[src/hdl/acc_pkg.sv]
// Purpose: constants for the converter control block
// Assumes: classic wishbone slave, 32-bit data, byte registers in low bits
// Notes: register offsets are byte addresses of aligned words
package acc_pkg;
  // register byte offsets
  localparam logic [7:0] OFS_CONFIG = 8'h00;
  localparam logic [7:0] OFS_TRIGCMP = 8'h04;
  localparam logic [7:0] OFS_CHANMODE = 8'h08;
  localparam logic [7:0] OFS_RESULT_HI = 8'h0C;
  localparam logic [7:0] OFS_RESULT_LO = 8'h10;
  localparam logic [7:0] OFS_CMP_HI = 8'h14;
  localparam logic [7:0] OFS_CMP_LO = 8'h18;
  localparam logic [7:0] OFS_PIN_ONE = 8'h1C;
  localparam logic [7:0] OFS_PIN_TWO = 8'h20;
  localparam logic [7:0] OFS_PIN_THREE = 8'h24;
  // configuration fields
  localparam int CFG_LOW_POWER = 7;
  localparam int CFG_DIV_LSB = 5;
  localparam int CFG_LONG_SAMPLE = 4;
  localparam int CFG_RES_LSB = 2;
  localparam int CFG_CLKSEL_LSB = 0;
  // trigger/compare fields
  localparam int TC_ACTIVE = 7;
  localparam int TC_TRIGGER = 6;
  localparam int TC_CMP_EN = 5;
  localparam int TC_CMP_GT = 4;
  // channel/mode fields
  localparam int CM_DONE = 7;
  localparam int CM_IRQ_EN = 6;
  localparam int CM_CONT = 5;
  // reset values
  localparam logic [7:0] CONFIG_RST = 8'h00;
  localparam logic [7:0] TRIGCMP_RST = 8'h00;
  localparam logic [7:0] CHANMODE_RST = 8'h1F;
  // resolution codes
  localparam logic [1:0] RES_8BIT = 2'h0;
  localparam logic [1:0] RES_10BIT = 2'h2;
  // sample counts in converter clock periods, channel count and bus clock code
  localparam logic [4:0] SAMPLE_SHORT = 5'h03;
  localparam logic [4:0] SAMPLE_LONG = 5'h13;
  localparam logic [4:0] CHANNEL_COUNT = 5'h1C;
  localparam logic [1:0] CLKSEL_BUS = 2'h0;
  typedef enum logic [1:0] {
    ST_IDLE = 2'b00,
    ST_SAMPLE = 2'b01,
    ST_CONVERT = 2'b10
  } acc_state_t;
endpackage : acc_pkg

[src/hdl/acc_conversion_control.sv]
// Purpose: control logic of a 10-bit successive-approximation converter
// Assumes: sys_clk 10 MHz, synchronous active-high reset, wishbone classic
// Notes: the analog comparator is outside; compHigh answers the trial value
`timescale 1ns/1ps
// Behaviour
// each sample resolved by successive approximation, up to 10 bits
// result unsigned, right-justified, 10 or 8 bits per resolution
// single or continuous; single returns to idle by itself
// compare enabled: flag only on less-than or greater-or-equal per sense
// two-bit field at bits 1:0 picks input clock; 00 is bus clock
// configuration bit 7 picks low power, lower converter clock
// bits 6:5 divide input clock to converter clock; 00 divides by one
// configuration bit 4 picks the long sample time
// bits 3:2 pick resolution; code 10 gives 10-bit conversions
// trigger/compare bit 7 shows conversion in progress
// trigger/compare bit 6: zero software, one hardware trigger input
// trigger/compare bit 5 enables compare using compare value pair
// trigger/compare bits 3:2 read zero; software writes zero to 1:0
// channel/mode bit 7 is read-only completion flag
// channel/mode bit 6 enables completion interrupt request
// channel/mode bit 5 selects continuous conversions; code resamples only under software trigger
// channel/mode bits 4:0 select channel; 00001 is channel 1
// high byte read first; low byte held until read
// pin-control bit set frees matching analog pin from port logic
// conversions keep running in wait and stop3 modes
// software sets trigger/compare before writing channel/mode
// channel select addresses up to 28 inputs
// software trigger: channel/mode write aborts and restarts conversion
module acc_conversion_control (
  // clock and reset
  input wire logic sys_clk,
  input wire logic reset,
  // wishbone classic slave
  input wire logic wb_cyc_i,
  input wire logic wb_stb_i,
  input wire logic wb_we_i,
  input wire logic [7:0] wb_adr_i,
  input wire logic [3:0] wb_sel_i,
  input wire logic [31:0] wb_dat_i,
  output logic [31:0] wb_dat_o,
  output logic wb_ack_o,
  // clock sources and trigger
  input wire logic [3:0] clockSources,
  input wire logic hwTrigger,
  // analog front end
  input wire logic compHigh,
  output logic [4:0] channelSelect,
  output logic [9:0] trialValue,
  output logic sampleActive,
  output logic lowPowerSelect,
  // pin control and interrupt
  output logic [23:0] pinDisable,
  output logic completeIrq
);
  // registers
  logic [7:0] config_r;
  logic [7:0] trigCmp_r;
  logic [7:0] chanMode_r;
  logic [9:0] result_r;
  logic [9:0] compare_r;
  logic [23:0] pinCtl_r;
  logic lowHeld_r;
  logic [1:0] lowByte_r;
  acc_pkg::acc_state_t state_r;
  logic [4:0] sampleCnt_r;
  logic [3:0] bitIdx_r;
  logic [9:0] sar_r;
  logic [2:0] divCnt_r;
  logic [3:0] clkSync1_r;
  logic [3:0] clkSync2_r;
  logic clkPrev_r;
  logic trigSync1_r;
  logic trigSync2_r;
  logic trigPrev_r;
  logic ack_r;
  logic [31:0] rdata_r;

  logic access;
  logic wrStb;
  logic rdStb;
  logic chanWrite;
  logic tick;
  logic srcLevel;
  logic srcEdge;
  logic trigEdge;
  logic startReq;
  logic lastBit;
  logic [9:0] finalVal;
  logic [9:0] resultVal;
  logic [4:0] startChan;
  logic cmpPass;
  logic [2:0] divLimit;

  // byte-lane write helper, data lives in lane zero
  function automatic logic [7:0] lane0(input logic [7:0] old,
                                       input logic [31:0] d,
                                       input logic [3:0] s);
    lane0 = s[0] ? d[7:0] : old;
  endfunction : lane0

  // lowest bit under trial; an 8-bit conversion resolves only the top
  // eight bits, so the comparator always sees full-scale trial codes
  function automatic logic [3:0] low_bit(input logic [1:0] res);
    low_bit = (res == acc_pkg::RES_10BIT) ? 4'h0 : 4'h2;
  endfunction : low_bit

  // one-hot weight of a trial bit
  function automatic logic [9:0] trial_bit(input logic [3:0] idx);
    trial_bit = 10'h001 << idx;
  endfunction : trial_bit

  // a request is taken once; ack_r masks the second cycle of the request
  assign access = wb_cyc_i & wb_stb_i & ~ack_r;
  assign wrStb = access & wb_we_i;
  assign rdStb = access & ~wb_we_i;
  assign chanWrite = wrStb & (wb_adr_i == acc_pkg::OFS_CHANMODE) &
                     wb_sel_i[0];
  // the channel a start will use; a write is checked on its own data,
  // since the register still holds the old code at the taking edge
  assign startChan = chanWrite ? wb_dat_i[4:0] : chanMode_r[4:0];

  // input clock select; 00 is bus clock, others sampled pins
  assign srcLevel = clkSync2_r[config_r[1:0]];
  assign srcEdge = srcLevel & ~clkPrev_r;
  // divider 1,2,4,8; low power adds one held enable period per tick
  assign divLimit = (3'h1 << config_r[6:5]) - 3'h1;
  // the low-power hold period is an enable that yields no tick
  assign tick = (config_r[1:0] == acc_pkg::CLKSEL_BUS | srcEdge) &
                ~lowHeld_r & (divCnt_r == divLimit);

  assign trigEdge = trigSync2_r & ~trigPrev_r;
  // hardware trigger edge or software write starts a conversion
  assign startReq = trigCmp_r[acc_pkg::TC_TRIGGER] ? trigEdge :
                    chanWrite;
  assign lastBit = (bitIdx_r == low_bit(config_r[3:2]));
  // keep the trial bit when the input is at or above the trial code
  assign finalVal = compHigh ? (sar_r | trial_bit(bitIdx_r)) : sar_r;
  // 8-bit results are shifted down to sit right-justified
  assign resultVal = (config_r[3:2] == acc_pkg::RES_10BIT) ? finalVal :
                     {2'b00, finalVal[9:2]};
  // compare sense: greater-or-equal when set, else less-than; the compare
  // works on the formatted result, so 8-bit values need 8-bit limits
  assign cmpPass = ~trigCmp_r[acc_pkg::TC_CMP_EN] |
                   (trigCmp_r[acc_pkg::TC_CMP_GT] ?
                    (resultVal >= compare_r) :
                    (resultVal < compare_r));

  // pin synchronisers for clock sources and trigger; edges are taken
  // after the second flop only, never from the first
  always_ff @(posedge sys_clk) begin
    clkSync1_r <= clockSources;
    clkSync2_r <= clkSync1_r;
    trigSync1_r <= hwTrigger;
    trigSync2_r <= trigSync1_r;
    clkPrev_r <= srcLevel;
    trigPrev_r <= trigSync2_r;
  end

  // converter clock divider; low power holds one extra enable after each tick
  always_ff @(posedge sys_clk) begin
    if (reset) begin
      divCnt_r <= 3'h0;
      lowHeld_r <= 1'b0;
    end else if (config_r[1:0] == acc_pkg::CLKSEL_BUS | srcEdge) begin
      if (lowHeld_r) begin
        lowHeld_r <= 1'b0;
      end else if (divCnt_r == divLimit) begin
        divCnt_r <= 3'h0;
        lowHeld_r <= config_r[acc_pkg::CFG_LOW_POWER];
      end else begin
        divCnt_r <= divCnt_r + 3'h1;
      end
    end
  end

  // configuration, trigger/compare, compare value and pin registers
  always_ff @(posedge sys_clk) begin
    if (reset) begin
      config_r <= acc_pkg::CONFIG_RST;
      trigCmp_r <= acc_pkg::TRIGCMP_RST;
      compare_r <= 10'h000;
      pinCtl_r <= 24'h00_0000;
    end else if (wrStb) begin
      unique case (wb_adr_i)
        acc_pkg::OFS_CONFIG:
          config_r <= lane0(config_r, wb_dat_i, wb_sel_i);
        // busy flag and reserved bits are never stored
        acc_pkg::OFS_TRIGCMP:
          if (wb_sel_i[0]) trigCmp_r <= {1'b0, wb_dat_i[6:4], 4'h0};
        acc_pkg::OFS_CMP_HI:
          if (wb_sel_i[0]) compare_r[9:8] <= wb_dat_i[1:0];
        acc_pkg::OFS_CMP_LO:
          if (wb_sel_i[0]) compare_r[7:0] <= wb_dat_i[7:0];
        acc_pkg::OFS_PIN_ONE:
          pinCtl_r[7:0] <= lane0(pinCtl_r[7:0], wb_dat_i, wb_sel_i);
        acc_pkg::OFS_PIN_TWO:
          pinCtl_r[15:8] <= lane0(pinCtl_r[15:8], wb_dat_i, wb_sel_i);
        acc_pkg::OFS_PIN_THREE:
          pinCtl_r[23:16] <= lane0(pinCtl_r[23:16], wb_dat_i, wb_sel_i);
        default: ;
      endcase
    end
  end

  // channel/mode register; completion set wins over a clearing result read
  always_ff @(posedge sys_clk) begin
    if (reset) begin
      chanMode_r <= acc_pkg::CHANMODE_RST;
    end else begin
      if (chanWrite) begin
        chanMode_r[6:0] <= wb_dat_i[6:0];
        chanMode_r[acc_pkg::CM_DONE] <= 1'b0;
      end
      if (rdStb & wb_adr_i == acc_pkg::OFS_RESULT_LO) begin
        chanMode_r[acc_pkg::CM_DONE] <= 1'b0;
      end
      // an abort by a channel write must not leave a stale completion
      if (state_r == acc_pkg::ST_CONVERT & tick & lastBit & cmpPass &
          ~chanWrite) begin
        chanMode_r[acc_pkg::CM_DONE] <= 1'b1;
      end
    end
  end

  // sequencer: sample, then one trial bit per converter clock; the trial
  // code is registered so that it always matches sar_r and bitIdx_r
  always_ff @(posedge sys_clk) begin
    if (reset) begin
      state_r <= acc_pkg::ST_IDLE;
      sampleCnt_r <= 5'h00;
      bitIdx_r <= 4'h0;
      sar_r <= 10'h000;
      trialValue <= 10'h000;
    end else if (startReq & startChan < acc_pkg::CHANNEL_COUNT) begin
      state_r <= acc_pkg::ST_SAMPLE;
      sampleCnt_r <= config_r[acc_pkg::CFG_LONG_SAMPLE] ?
                     acc_pkg::SAMPLE_LONG : acc_pkg::SAMPLE_SHORT;
      sar_r <= 10'h000;
      trialValue <= 10'h000;
    end else if (chanWrite) begin
      state_r <= acc_pkg::ST_IDLE; // disabled channel code, or a write under hardware trigger with no trigger edge that cycle, stops
      trialValue <= 10'h000;
    end else if (tick) begin
      unique case (state_r)
        acc_pkg::ST_IDLE: ;
        acc_pkg::ST_SAMPLE:
          if (sampleCnt_r == 5'h00) begin
            // every conversion starts from zero at the full-scale top bit
            state_r <= acc_pkg::ST_CONVERT;
            bitIdx_r <= 4'h9;
            sar_r <= 10'h000;
            trialValue <= trial_bit(4'h9);
          end else begin
            sampleCnt_r <= sampleCnt_r - 5'h01;
          end
        acc_pkg::ST_CONVERT: begin
          sar_r <= finalVal;
          bitIdx_r <= bitIdx_r - 4'h1;
          if (lastBit) begin
            trialValue <= 10'h000;
            // single returns idle, continuous resamples only under software trigger
            if (chanMode_r[acc_pkg::CM_CONT] &
                ~trigCmp_r[acc_pkg::TC_TRIGGER]) begin
              state_r <= acc_pkg::ST_SAMPLE;
              sampleCnt_r <= config_r[acc_pkg::CFG_LONG_SAMPLE] ?
                             acc_pkg::SAMPLE_LONG : acc_pkg::SAMPLE_SHORT;
            end else begin
              state_r <= acc_pkg::ST_IDLE;
            end
          end else begin
            trialValue <= finalVal | trial_bit(bitIdx_r - 4'h1);
          end
        end
        default: state_r <= acc_pkg::ST_IDLE;
      endcase
    end
  end

  // result latch; frozen between a high-byte read and the low-byte read
  always_ff @(posedge sys_clk) begin
    if (reset) begin
      result_r <= 10'h000;
      lowByte_r <= 2'h0;
    end else begin
      if (rdStb & wb_adr_i == acc_pkg::OFS_RESULT_HI) begin
        lowByte_r <= 2'h1;
      end else if (rdStb & wb_adr_i == acc_pkg::OFS_RESULT_LO) begin
        lowByte_r <= 2'h0;
      end
      // a completion during the freeze is flagged but its value dropped
      if (state_r == acc_pkg::ST_CONVERT & tick & lastBit & cmpPass &
          lowByte_r == 2'h0) begin
        result_r <= resultVal;
      end
    end
  end

  // wishbone answer: one-cycle ack, read data registered with it
  always_ff @(posedge sys_clk) begin
    if (reset) begin
      ack_r <= 1'b0;
      rdata_r <= 32'h0000_0000;
    end else begin
      ack_r <= access;
      if (rdStb) begin
        unique case (wb_adr_i)
          acc_pkg::OFS_CONFIG: rdata_r <= {24'h00_0000, config_r};
          acc_pkg::OFS_TRIGCMP:
            rdata_r <= {24'h00_0000, state_r != acc_pkg::ST_IDLE,
                        trigCmp_r[6:4], 4'h0};
          acc_pkg::OFS_CHANMODE: rdata_r <= {24'h00_0000, chanMode_r};
          acc_pkg::OFS_RESULT_HI: rdata_r <= {30'h0000_0000, result_r[9:8]};
          acc_pkg::OFS_RESULT_LO: rdata_r <= {24'h00_0000, result_r[7:0]};
          acc_pkg::OFS_CMP_HI: rdata_r <= {30'h0000_0000, compare_r[9:8]};
          acc_pkg::OFS_CMP_LO: rdata_r <= {24'h00_0000, compare_r[7:0]};
          acc_pkg::OFS_PIN_ONE: rdata_r <= {24'h00_0000, pinCtl_r[7:0]};
          acc_pkg::OFS_PIN_TWO: rdata_r <= {24'h00_0000, pinCtl_r[15:8]};
          acc_pkg::OFS_PIN_THREE: rdata_r <= {24'h00_0000, pinCtl_r[23:16]};
          default: rdata_r <= 32'h0000_0000;
        endcase
      end
    end
  end

  // front-end outputs, all registered; nothing gates on wait or stop
  // modes, so conversions carry on there; the trial code is sequencer's
  always_ff @(posedge sys_clk) begin
    if (reset) begin
      channelSelect <= 5'h1F;
      sampleActive <= 1'b0;
      lowPowerSelect <= 1'b0;
      pinDisable <= 24'h00_0000;
      completeIrq <= 1'b0;
    end else begin
      channelSelect <= chanMode_r[4:0];
      sampleActive <= (state_r == acc_pkg::ST_SAMPLE);
      lowPowerSelect <= config_r[acc_pkg::CFG_LOW_POWER];
      pinDisable <= pinCtl_r;
      completeIrq <= chanMode_r[acc_pkg::CM_DONE] &
                     chanMode_r[acc_pkg::CM_IRQ_EN];
    end
  end

  assign wb_ack_o = ack_r;
  assign wb_dat_o = rdata_r;
endmodule : acc_conversion_control

[config.mk]
export PLATFORM = sky130hd
export DESIGN_NAME = acc_conversion_control
export DESIGN_NICKNAME = d
export VERILOG_FILES = /design/src/hdl/acc_pkg.sv /design/src/hdl/acc_conversion_control.sv
export SDC_FILE = /design/constraint.sdc
export NUM_CORES = 1
export LEC_CHECK = 0
export BUFFER_PORTS_ARGS = -buffer_cell sky130_fd_sc_hd__buf_2
export CAP_MARGIN = 5
export CORE_UTILIZATION = 60
export DETAILED_ROUTE_END_ITERATION = 16
export PLACE_DENSITY = 0.89
export SLEW_MARGIN = 25
export SYNTH_ARGS = -nofsm -noshare
export SYNTH_HDL_FRONTEND = slang
export SYNTH_SLANG_ARGS = --single-unit
[constraint.sdc]
create_clock -name sys_clk -period 5.1 [get_ports sys_clk]
set_clock_uncertainty 0.2 [all_clocks]
set_input_delay 0.255 -clock sys_clk [delete_from_list [all_inputs] [get_ports sys_clk]]
set_output_delay 0.255 -clock sys_clk [all_outputs]
set_load 0.02 [all_outputs]
Word-level counts from Yosys, hierarchy flattened:

Cells that the tools add are included.
Widths: inputs -> output; s select.

* register bits after elaboration: 176
* word-level logic and storage cells: 167
* output and inout port bits: 75

* $lt $le $gt $ge: 4
* multiplexer cells: 39
* reduce and logical (&&, ||, !) cells: 28
* shift operators: 3
* $add $sub $neg: 4
* equality and inequality tests: 23
* bitwise gates (word level): 34

Operators by type and width (count)
* $pmux 8 s10: 1
* $mux 10: 5
* $mux 5: 8
* $pmux 10 s2: 2
* $eq 8x5->1 const B: 4
* $reduce_and 3->1: 8
* $and 1x1->1: 20
* $or 10x10->10: 2
* $shl 1x4->10 const A: 2
* $eq 8x4->1 const B: 2
* $eq 8x6->1 const B: 2
* $mux 1: 13
* $ne 3x3->1 const B: 4
* $reduce_and 4->1: 3
* $ge 10x10->1: 1
* $lt 10x10->1: 1
* $not 1->1: 10
* $pmux 5 s2: 1
* $reduce_bool 3->1: 3
* $eq 8x3->1 const B: 1
* $logic_not 8->1: 1
* $mux 8: 1
* $ne 4x4->1 const B: 2
* $pmux 4 s2: 1
* other kinds (27): 37

Depth between registers and ports, before layout:

Gate-level depths: netlist of run 1.

* depth in word-level cells: 11
* gate-level depth with buffers: 13
* depth with buffers taken out: 12

Least setup slack after synthesis of run 1:

OpenSTA, ideal clock, no wires.

* path kind: reg-to-reg
* start point: register bitIdx_r[3]
* end point: register result_r[0]
* cell stages (with the launch flop): 11
* buffers on the path: 1
* data required time: 4.779 ns
* path slack: 1.618 ns
* arrival: 3.161 ns
* path through: dfxtp_1 nor3b_1 a21oi_1 mux2i_1 ha_1 and3_1 a221o_1 a221oi_1 o311a_1 buf_2 mux2_2

* cells in the longest elaborated chain, start to end: 9
* elaborated cells on any way between the ends: 12
* those cells by class: order compare (2); eq/ne (1); shift (1); mux (3); bitwise (5)

RTL lines
* from (decl): line acc_conversion_control.sv:66 `logic [3:0] bitIdx_r;`
* from (signal assigned): line acc_conversion_control.sv:258 `bitIdx_r <= bitIdx_r - 4'h1;`
* $shl 1x4->10 (*): line acc_conversion_control.sv:109 `trial_bit = 10'h001 << idx;`
* $or 10x10->10 (*): line acc_conversion_control.sv:137 `assign finalVal = compHigh ? (sar_r | trial_bit(bitIdx_r)) : sar_r;`
* $mux 10 (*): line acc_conversion_control.sv:137
* $mux 10 (*): line acc_conversion_control.sv:139 `assign resultVal = (config_r[3:2] == acc_pkg::RES_10BIT) ? finalVal :`
* net resultVal[3]: line acc_conversion_control.sv:89 `logic [9:0] resultVal;`
* $lt 10x10->1 / $ge 10x10->1 (equally long branches): line acc_conversion_control.sv:146, acc_conversion_control.sv:145
* $mux 1 (*): line acc_conversion_control.sv:144 `(trigCmp_r[acc_pkg::TC_CMP_GT] ?`
* $or 1x1->1 (*): line acc_conversion_control.sv:143 `assign cmpPass = ~trigCmp_r[acc_pkg::TC_CMP_EN] |`
* $and 1x1->1 (*) (2 in a row): line acc_conversion_control.sv:291 `if (state_r == acc_pkg::ST_CONVERT & tick & lastBit & cmpPass &`
* to (signal assigned): line acc_conversion_control.sv:293 `result_r <= resultVal;`
* to (decl): line acc_conversion_control.sv:59 `logic [9:0] result_r;`

The timed path passes the listed nets; every way through them passes the cells marked *.
A chain may end at the register's enable or synchronous reset.

Worst setup path after layout of run 1:

* start point: register bitIdx_r[0]
* end point: register result_r[0]

Same word-level chain as after synthesis.

==> results of run 1 <==
[layer usage]
layer | vias up | share of wire [%] | routed length, microns | track usage (%)
li1 | 2901 | - | - | -
met1 | 2887 | 40 | 7390 | 36.1
met2 | 350 | 46 | 8460 | 48.7
met3 | 85 | 8.5 | 1580 | 8.07
met4 | 0 | 5.6 | 1030 | 19.4
met5 | - | 0 | 0 | 0
[cells in the final DEF, fill, tap and decap left out, types with 6 or more instances in the layout]
| master | n |
|---|---|
| clkbuf_16 | 17 |
| a22oi_1 | 17 |
| nor3_1 | 16 |
| buf_4 | 7 |
| o21ai_0 | 23 |
| a31oi_1 | 6 |
| mux2i_1 | 57 |
| clkbuf_8 | 6 |
| dlygate4sd3_1 | 11 |
| a31o_2 | 6 |
| a21oi_1 | 46 |
| nand2_1 | 80 |
| buf_2 | 77 |
| a21o_1 | 14 |
| nor2b_1 | 32 |
| and3_1 | 10 |
| conb_1 | 24 |
| dfxtp_1 | 152 |
| nand3_1 | 30 |
| mux2_2 | 6 |
| nor2_1 | 92 |
| ha_1 | 22 |
| inv_1 | 26 |
[power groups by stage]
stage / clock network [uW] / logic [uW] / registers (uW)
6_report: 1310 / 204 / 1210
5_1_grt: 1370 / 216 / 1210
4_1_cts: 1320 / 196 / 1210
3_5_place_dp: 0 / 187 / 1240
3_3_place_gp: 0 / 185 / 1240
2_1_floorplan: 0 / 151 / 1240
[critical path: cells and delay by family, from the launching register on]
| kind | cells | cell delay, ns |
|---|---|---|
| compound gates | 5 | 1.93 |
| fa+ha+maj | 2 | 0.66 |
| simple gates | 1 | 0.18 |
| mux | 1 | 0.40 |
| buf+inv | 1 | 0.16 |
| flops | 1 | 0.46 |
[cell families (layout without fill, tap and decap cells)]
group / count (synthesis) / in the layout / synth area share, %
AO/OA/AOI/OAI: 157 / 157 / 15.1
XOR/XNOR: 5 / 5 / 0.619
adder cells (fa/ha/maj): 22 / 22 / 3.89
buffers and inverters: 93 / 154 / 6.54
flip-flops: 152 / 152 / 43.0
multiplexers: 64 / 64 / 9.18
other: 1 / 24 / 0.0530
AND/OR/NAND/NOR: 305 / 305 / 21.5
[worst min-delay path by stage]
stage / endpoint / start / cells past startpoint
final: pinCtl_r[2] / wb_dat_i[2] / 3
after global routing: pinCtl_r[3] / wb_dat_i[3] / 3
after CTS: pinCtl_r[3] / wb_dat_i[3] / 3
after detailed placement: clkSync2_r[1] / clkSync1_r[1] / 0
after global placement: clkSync2_r[1] / clkSync1_r[1] / 0
after floorplan: clkSync1_r[0] / clockSources[0] / 0
[area by class of cell]
type / instances / area share (%)
multi-input combinational: 577 / 44.9
clock inverter: 7 / 1.38
timing repair buffer: 95 / 6.71
tap: 143 / 2.19
sequential: 152 / 37.3
clock buffer: 25 / 6.31
inverter: 27 / 1.24
[synth_stat cells (3+ instances only)]
master	instances	share of area, %
o22ai_1	3	0.27
and3_1	10	0.88
dfxtp_1	152	43
ha_1	22	3.9
nor2b_1	32	2.8
o211ai_1	4	0.42
buf_4	24	2.5
a22oi_1	17	1.8
xnor2_1	3	0.37
nor2_1	92	4.9
or2_2	3	0.27
nand3_1	30	2.1
nand2b_1	4	0.35
a21oi_1	46	3.3
nand4_1	4	0.35
nor4_1	5	0.44
mux2i_1	57	8.1
buf_1	4	0.21
nor4b_1	4	0.50
mux2_2	6	0.96
a32oi_1	3	0.37
buf_2	7	0.50
a221oi_1	4	0.50
nor3_1	16	1.1
a21o_1	14	1.5
clkbuf_1	29	1.5
o21ai_0	23	1.6
a31oi_1	6	0.53
nand2_1	80	4.2
a31o_2	6	0.74
a21bo_2	5	0.71
inv_1	26	1.4
a211o_1	3	0.37
[registers in the layout, indices dropped and copies added (netlist names), 4 cells and up]
signal	flops
pinCtl_r	24
pinDisable	24
compare_r	10
result_r	10
sar_r	10
trialValue	10
chanMode_r	8
config_r	8
wb_dat_o	8
channelSelect	5
sampleCnt_r	5
bitIdx_r	4
clkSync1_r	4
clkSync2_r	4
[per-stage QoR]
stage	setup slack, ns	cells	cell area, sq um
2_1_floorplan	1.62	822	7160
4_1_cts	1.07	1025	8160
5_1_grt	0.823	1026	8170
3_3_place_gp	1.19	982	7420
6_report	1.00	1026	8170
3_5_place_dp	1.08	982	7420
==> flow_summary.toml, run 1 <==
[status]
outcome = "complete, no violations"

[setup_path]
r2r_slack_ns = 1.00
max_stage_delay_ns = 0.61
endpoint = "result_r[0]"
start_kind = "register"
rr_startpoint = "bitIdx_r[0]"
startpoint = "bitIdx_r[0]"
critPathMaxFanout = 10
crit_chain = "inv_1 -> ha_1 -> a21oi_1 -> a21oi_1 -> ha_1 -> and3_1 -> a221o_1 -> a221oi_1 -> o311a_1 -> mux2_2"
cp_data_required_time_ns = 5.22
endpoint_kind = "register"
cp_slowest_cell = "o311a_1"
reg2regPathDepth = 10
r2r-end = "result_r[0]"
cp_data_arrival_time_ns = 4.22
crit_type = "reg -> reg"

[route]
drt_pass1_iterations = 5
avgRoutedWirePerCell_microns = 18.0
vias_per_cell = 6.07
vias = 6223
wirelength_microns = 18500
antenna_left = 0
drc = 0
drt_iter0_markers = 533

[power]
p_leak_uw = 0.00322
power.switching_uw = 618
power_uw = 2730
p_comb_share_pct = 7.5
p_int_uw = 2110
pwr-share-clk_pct = 48.1
ir_drop_mv = 0.316
p_per_area_mw_per_mm2 = 334
p_seq_share_pct = 44.4
swShare_pct = 22.7

[floorplan]
row_count = 39
die_x_microns = 111
io_pins = 130
start_util_pct = 61.7
die_area_sq_mm = 0.0122
die_h_microns = 111
core-area_sq_mm = 0.0115

[synthesis]
synthArstFlopShare_pct = 0
syn_area_sq_mm = 0.00707
ys_types = 74
ys_warn_count = 0
avgSynthCellArea_sq_um = 8.85
ys_ff_latch = 152
synth_edf_count = 0
synth_cells = 799
synthFlopType = "dfxtp_1"
ys_seq_area_share_pct = 43.0

[cts]
path_clk_slew_ns = 0.06
hold_buffers = 11
worstSkewPairLatency_ns = 0.43
cts_resized = 0
cts_setup_buffers = 0
cts_tree = "built"
cts_max_level = 4
cts_buffer_depth = 2
root_buffer = "clkbuf_16"
clock-sinks = 152
cts_buffers = 17

[timing]
hold_viol = 0
fin_crit_ns = 4.10
setup_viol = 0
relSlewSlack_pct = 32.7
holdWs_ns = 0.0398
fmax_ghz = 0.244
rsz0062_at_grt = "no"
setup_tns_ns = 0
period_share_pct = 80.3
drv_slew = 0
worstMarginPinSlew_ns = 1.00

[final_layout]
seqCellArea_sq_mm = 0.00304
antenna_cells = 0
fill_cells = 861
multi_input_area_sq_mm = 0.00367
drive_above_1_share_pct = 16.9
area_growth_syn_to_layout_pct = 15.4
final_core_util_pct = 71.2
layout.nets = 947

[worst_hold_path]
hold_path.class = "in -> reg"

[global_route]
grtUsageTotal_pct = 30.4
grt_first_pass_wirelength_microns = 29200
grt_pass1_vias = 5776
overflow = 0
grt_max_degree = 62
antenna_found_initial = 0

[placement]
io_buffers = 78
place_congestion = 0.949
hpwl_microns = 12600

[job]
maxCapViolCount = 0
No activity file was read; power rests on OpenSTA's default activity.
==> run 2: changes to the inputs <==
--- a/config.mk
+++ b/config.mk
@@ -7,9 +7,9 @@
 export LEC_CHECK = 0
 export BUFFER_PORTS_ARGS = -buffer_cell sky130_fd_sc_hd__buf_2
 export CAP_MARGIN = 5
-export CORE_UTILIZATION = 60
+export CORE_UTILIZATION = 50
 export DETAILED_ROUTE_END_ITERATION = 16
-export PLACE_DENSITY = 0.89
+export PLACE_DENSITY = 0.8
 export SLEW_MARGIN = 25
 export SYNTH_ARGS = -nofsm -noshare
 export SYNTH_HDL_FRONTEND = slang
==> constraint.sdc (replaced) <==
create_clock -name sys_clk -period 3.4 [get_ports sys_clk]
set_clock_uncertainty 0.2 [all_clocks]
set_input_delay 0.17 -clock sys_clk [delete_from_list [all_inputs] [get_ports sys_clk]]
set_output_delay 0.17 -clock sys_clk [all_outputs]
set_load 0.02 [all_outputs]
==> run 2 against run 1 <==
Against the previous run:
- non-clock buffer count is 27 higher
- critical path depth up 1
- first-iteration DRC count down 7.7%
- maximum frequency is 26% higher
==> flow_summary.toml, run 2 (synthesis gave the netlist of run 1 again) <==
[final_layout]
drive_above_1_share_pct = 21.2
layout.nets = 974
final_common_cell = "dfxtp_1"
final_cell_mix = "dfxtp_1 (149), nor2_1 (91), nand2_1 (80), buf_2 (77), mux2i_1 (57)"
reg.largest.list = "pinCtl_r (24), pinDisable (24)"
fin_area_sq_mm = 0.00850
fill_cells = 1156
area_growth_syn_to_layout_pct = 20.1

[setup_path]
r2r_slack_ns = 0.15
endpoint_kind = "register"
critPathMaxFanout = 7
crit_type = "reg -> reg"
cp_data_arrival_time_ns = 3.38
cp_data_required_time_ns = 3.53
start_kind = "register"

[placement]
hpwl_microns = 13400
place_congestion = 0.931
dp_slack_ns = -0.0184
place_area_sq_mm = 0.00762
io_buffers = 78

[route]
avgRoutedWirePerCell_microns = 18.0
drt_iter0_markers = 492
vias = 6185
drt_pass1_iterations = 5
antenna_left = 0
vias_per_cell = 5.67
drc = 0
wirelength_microns = 19600

[power]
p_leak_uw = 0.00335
ir_drop_mv = 0.346
power_uw = 4130
p_per_area_mw_per_mm2 = 486

[cts]
worstSkewPairLatency_ns = 0.44
cts_max_level = 4
cts_buffer_depth = 2
cts_tree = "built"
path_clk_slew_ns = 0.07
root_buffer = "clkbuf_16"
cts_buffers = 17
clock-sinks = 152

[floorplan]
die_h_microns = 121
die_x_microns = 121
start_util_pct = 51.2
row_count = 43
die_area_sq_mm = 0.0146
core-area_sq_mm = 0.0138
io_pins = 130

[global_route]
gr-max-usage-layer = "met2"
gr-usage-met2_pct = 44.8
grt_pass1_vias = 5654
grt_first_pass_wirelength_microns = 30000
grt_max_degree = 54
grtUsageTotal_pct = 27.4
met3_usage_pct = 6.67
use_met1_pct = 33.3
antenna_found_initial = 1
overflow = 0

[worst_hold_path]
hold_path.class = "in -> reg"

[timing]
fmax_ghz = 0.308
holdWs_ns = 0.00601
drv_slew = 0
fin_crit_ns = 3.25
period_share_pct = 95.6
worst_slack_ns = 0.150
worstMarginPinSlew_ns = 0.870
hold_viol = 0
relSlewSlack_pct = 41.6
setup_viol = 0

[status]
outcome = "complete, no violations"

[job]
maxCapViolCount = 0
==> run 2: cell count changes in the layout (fill, tap and decap cells not counted), sizes merged <==
cell,previous run,this run
inv,26,31
clkinv,4,7
dlygate4sd3,11,15
clkbuf,25,17
diode,0,1
buf,84,107
==> run 2: metrics by stage <==
| step | cells | setup TNS (ns) | util [%] |
|---|---|---|---|
| 4_1_cts | 1087 | 0 | 60.8 |
| 5_1_grt | 1090 | -0.0560 | 61.4 |
| 3_5_place_dp | 1040 | -0.0189 | 55.1 |
| 3_3_place_gp | 1040 | 0 | 55.1 |
| 6_report | 1091 | 0 | 61.5 |
| 2_1_floorplan | 822 | 0 | - |
==> run 2: routing by layer <==
layer / wire length [microns] / vias to the layer above
li1: - / 2959
met1: 8240 / 2937
met2: 9450 / 242
met3: 1160 / 47
met4: 781 / 0
met5: 0 / -
==> run 2: path summary, 6_finish.rpt <==
check                      from            end  cells after the start
hold reg to reg   clkSync1_r[0]  clkSync2_r[0]                      0
hold / removal         wb_stb_i       wb_ack_o                      3
setup reg to reg    bitIdx_r[1]    result_r[8]                     11
setup / recovery    bitIdx_r[1]    result_r[8]                     11
==> run 2: final cells by class <==
type / instances / area [sq um] / area share, %
tap: 180 / 225 / 2.65
clock buffer: 17 / 425 / 5.01
inverter: 27 / 101 / 1.19
clock inverter: 15 / 193 / 2.27
antenna: 1 / 2.50 / 0.0294
timing repair buffer: 122 / 764 / 9.00
multi-input combinational: 577 / 3740 / 44.0
sequential: 152 / 3050 / 35.9
==> run 2: where the power goes <==
group	internal, uW	switching [uW]
clock network	1170	815
logic	111	223
registers	1800	13.3
total	3080	1050
==> run 2: what timing repair did <==
item | CTS | global route
gates resized for setup | 5 | 19
gates cloned | 0 | 0
setup buffers | 0 | 3
endpoints found under the hold margin | 73 | 0
hold buffers | 15 | 0
setup endpoints to repair | 10 | 11
pin swaps | 0 | 8
==> run 2: critical path, stage by stage, from the launching register on <==
cell      delay (ns)
dfxtp_2         0.34
inv_1           0.17
ha_2            0.31
a21oi_1         0.12
a21oi_2         0.17
ha_1            0.26
and3_1          0.18
a221o_1         0.33
a221oi_2        0.26
buf_4           0.17
o311a_1         0.27
mux2_2          0.36
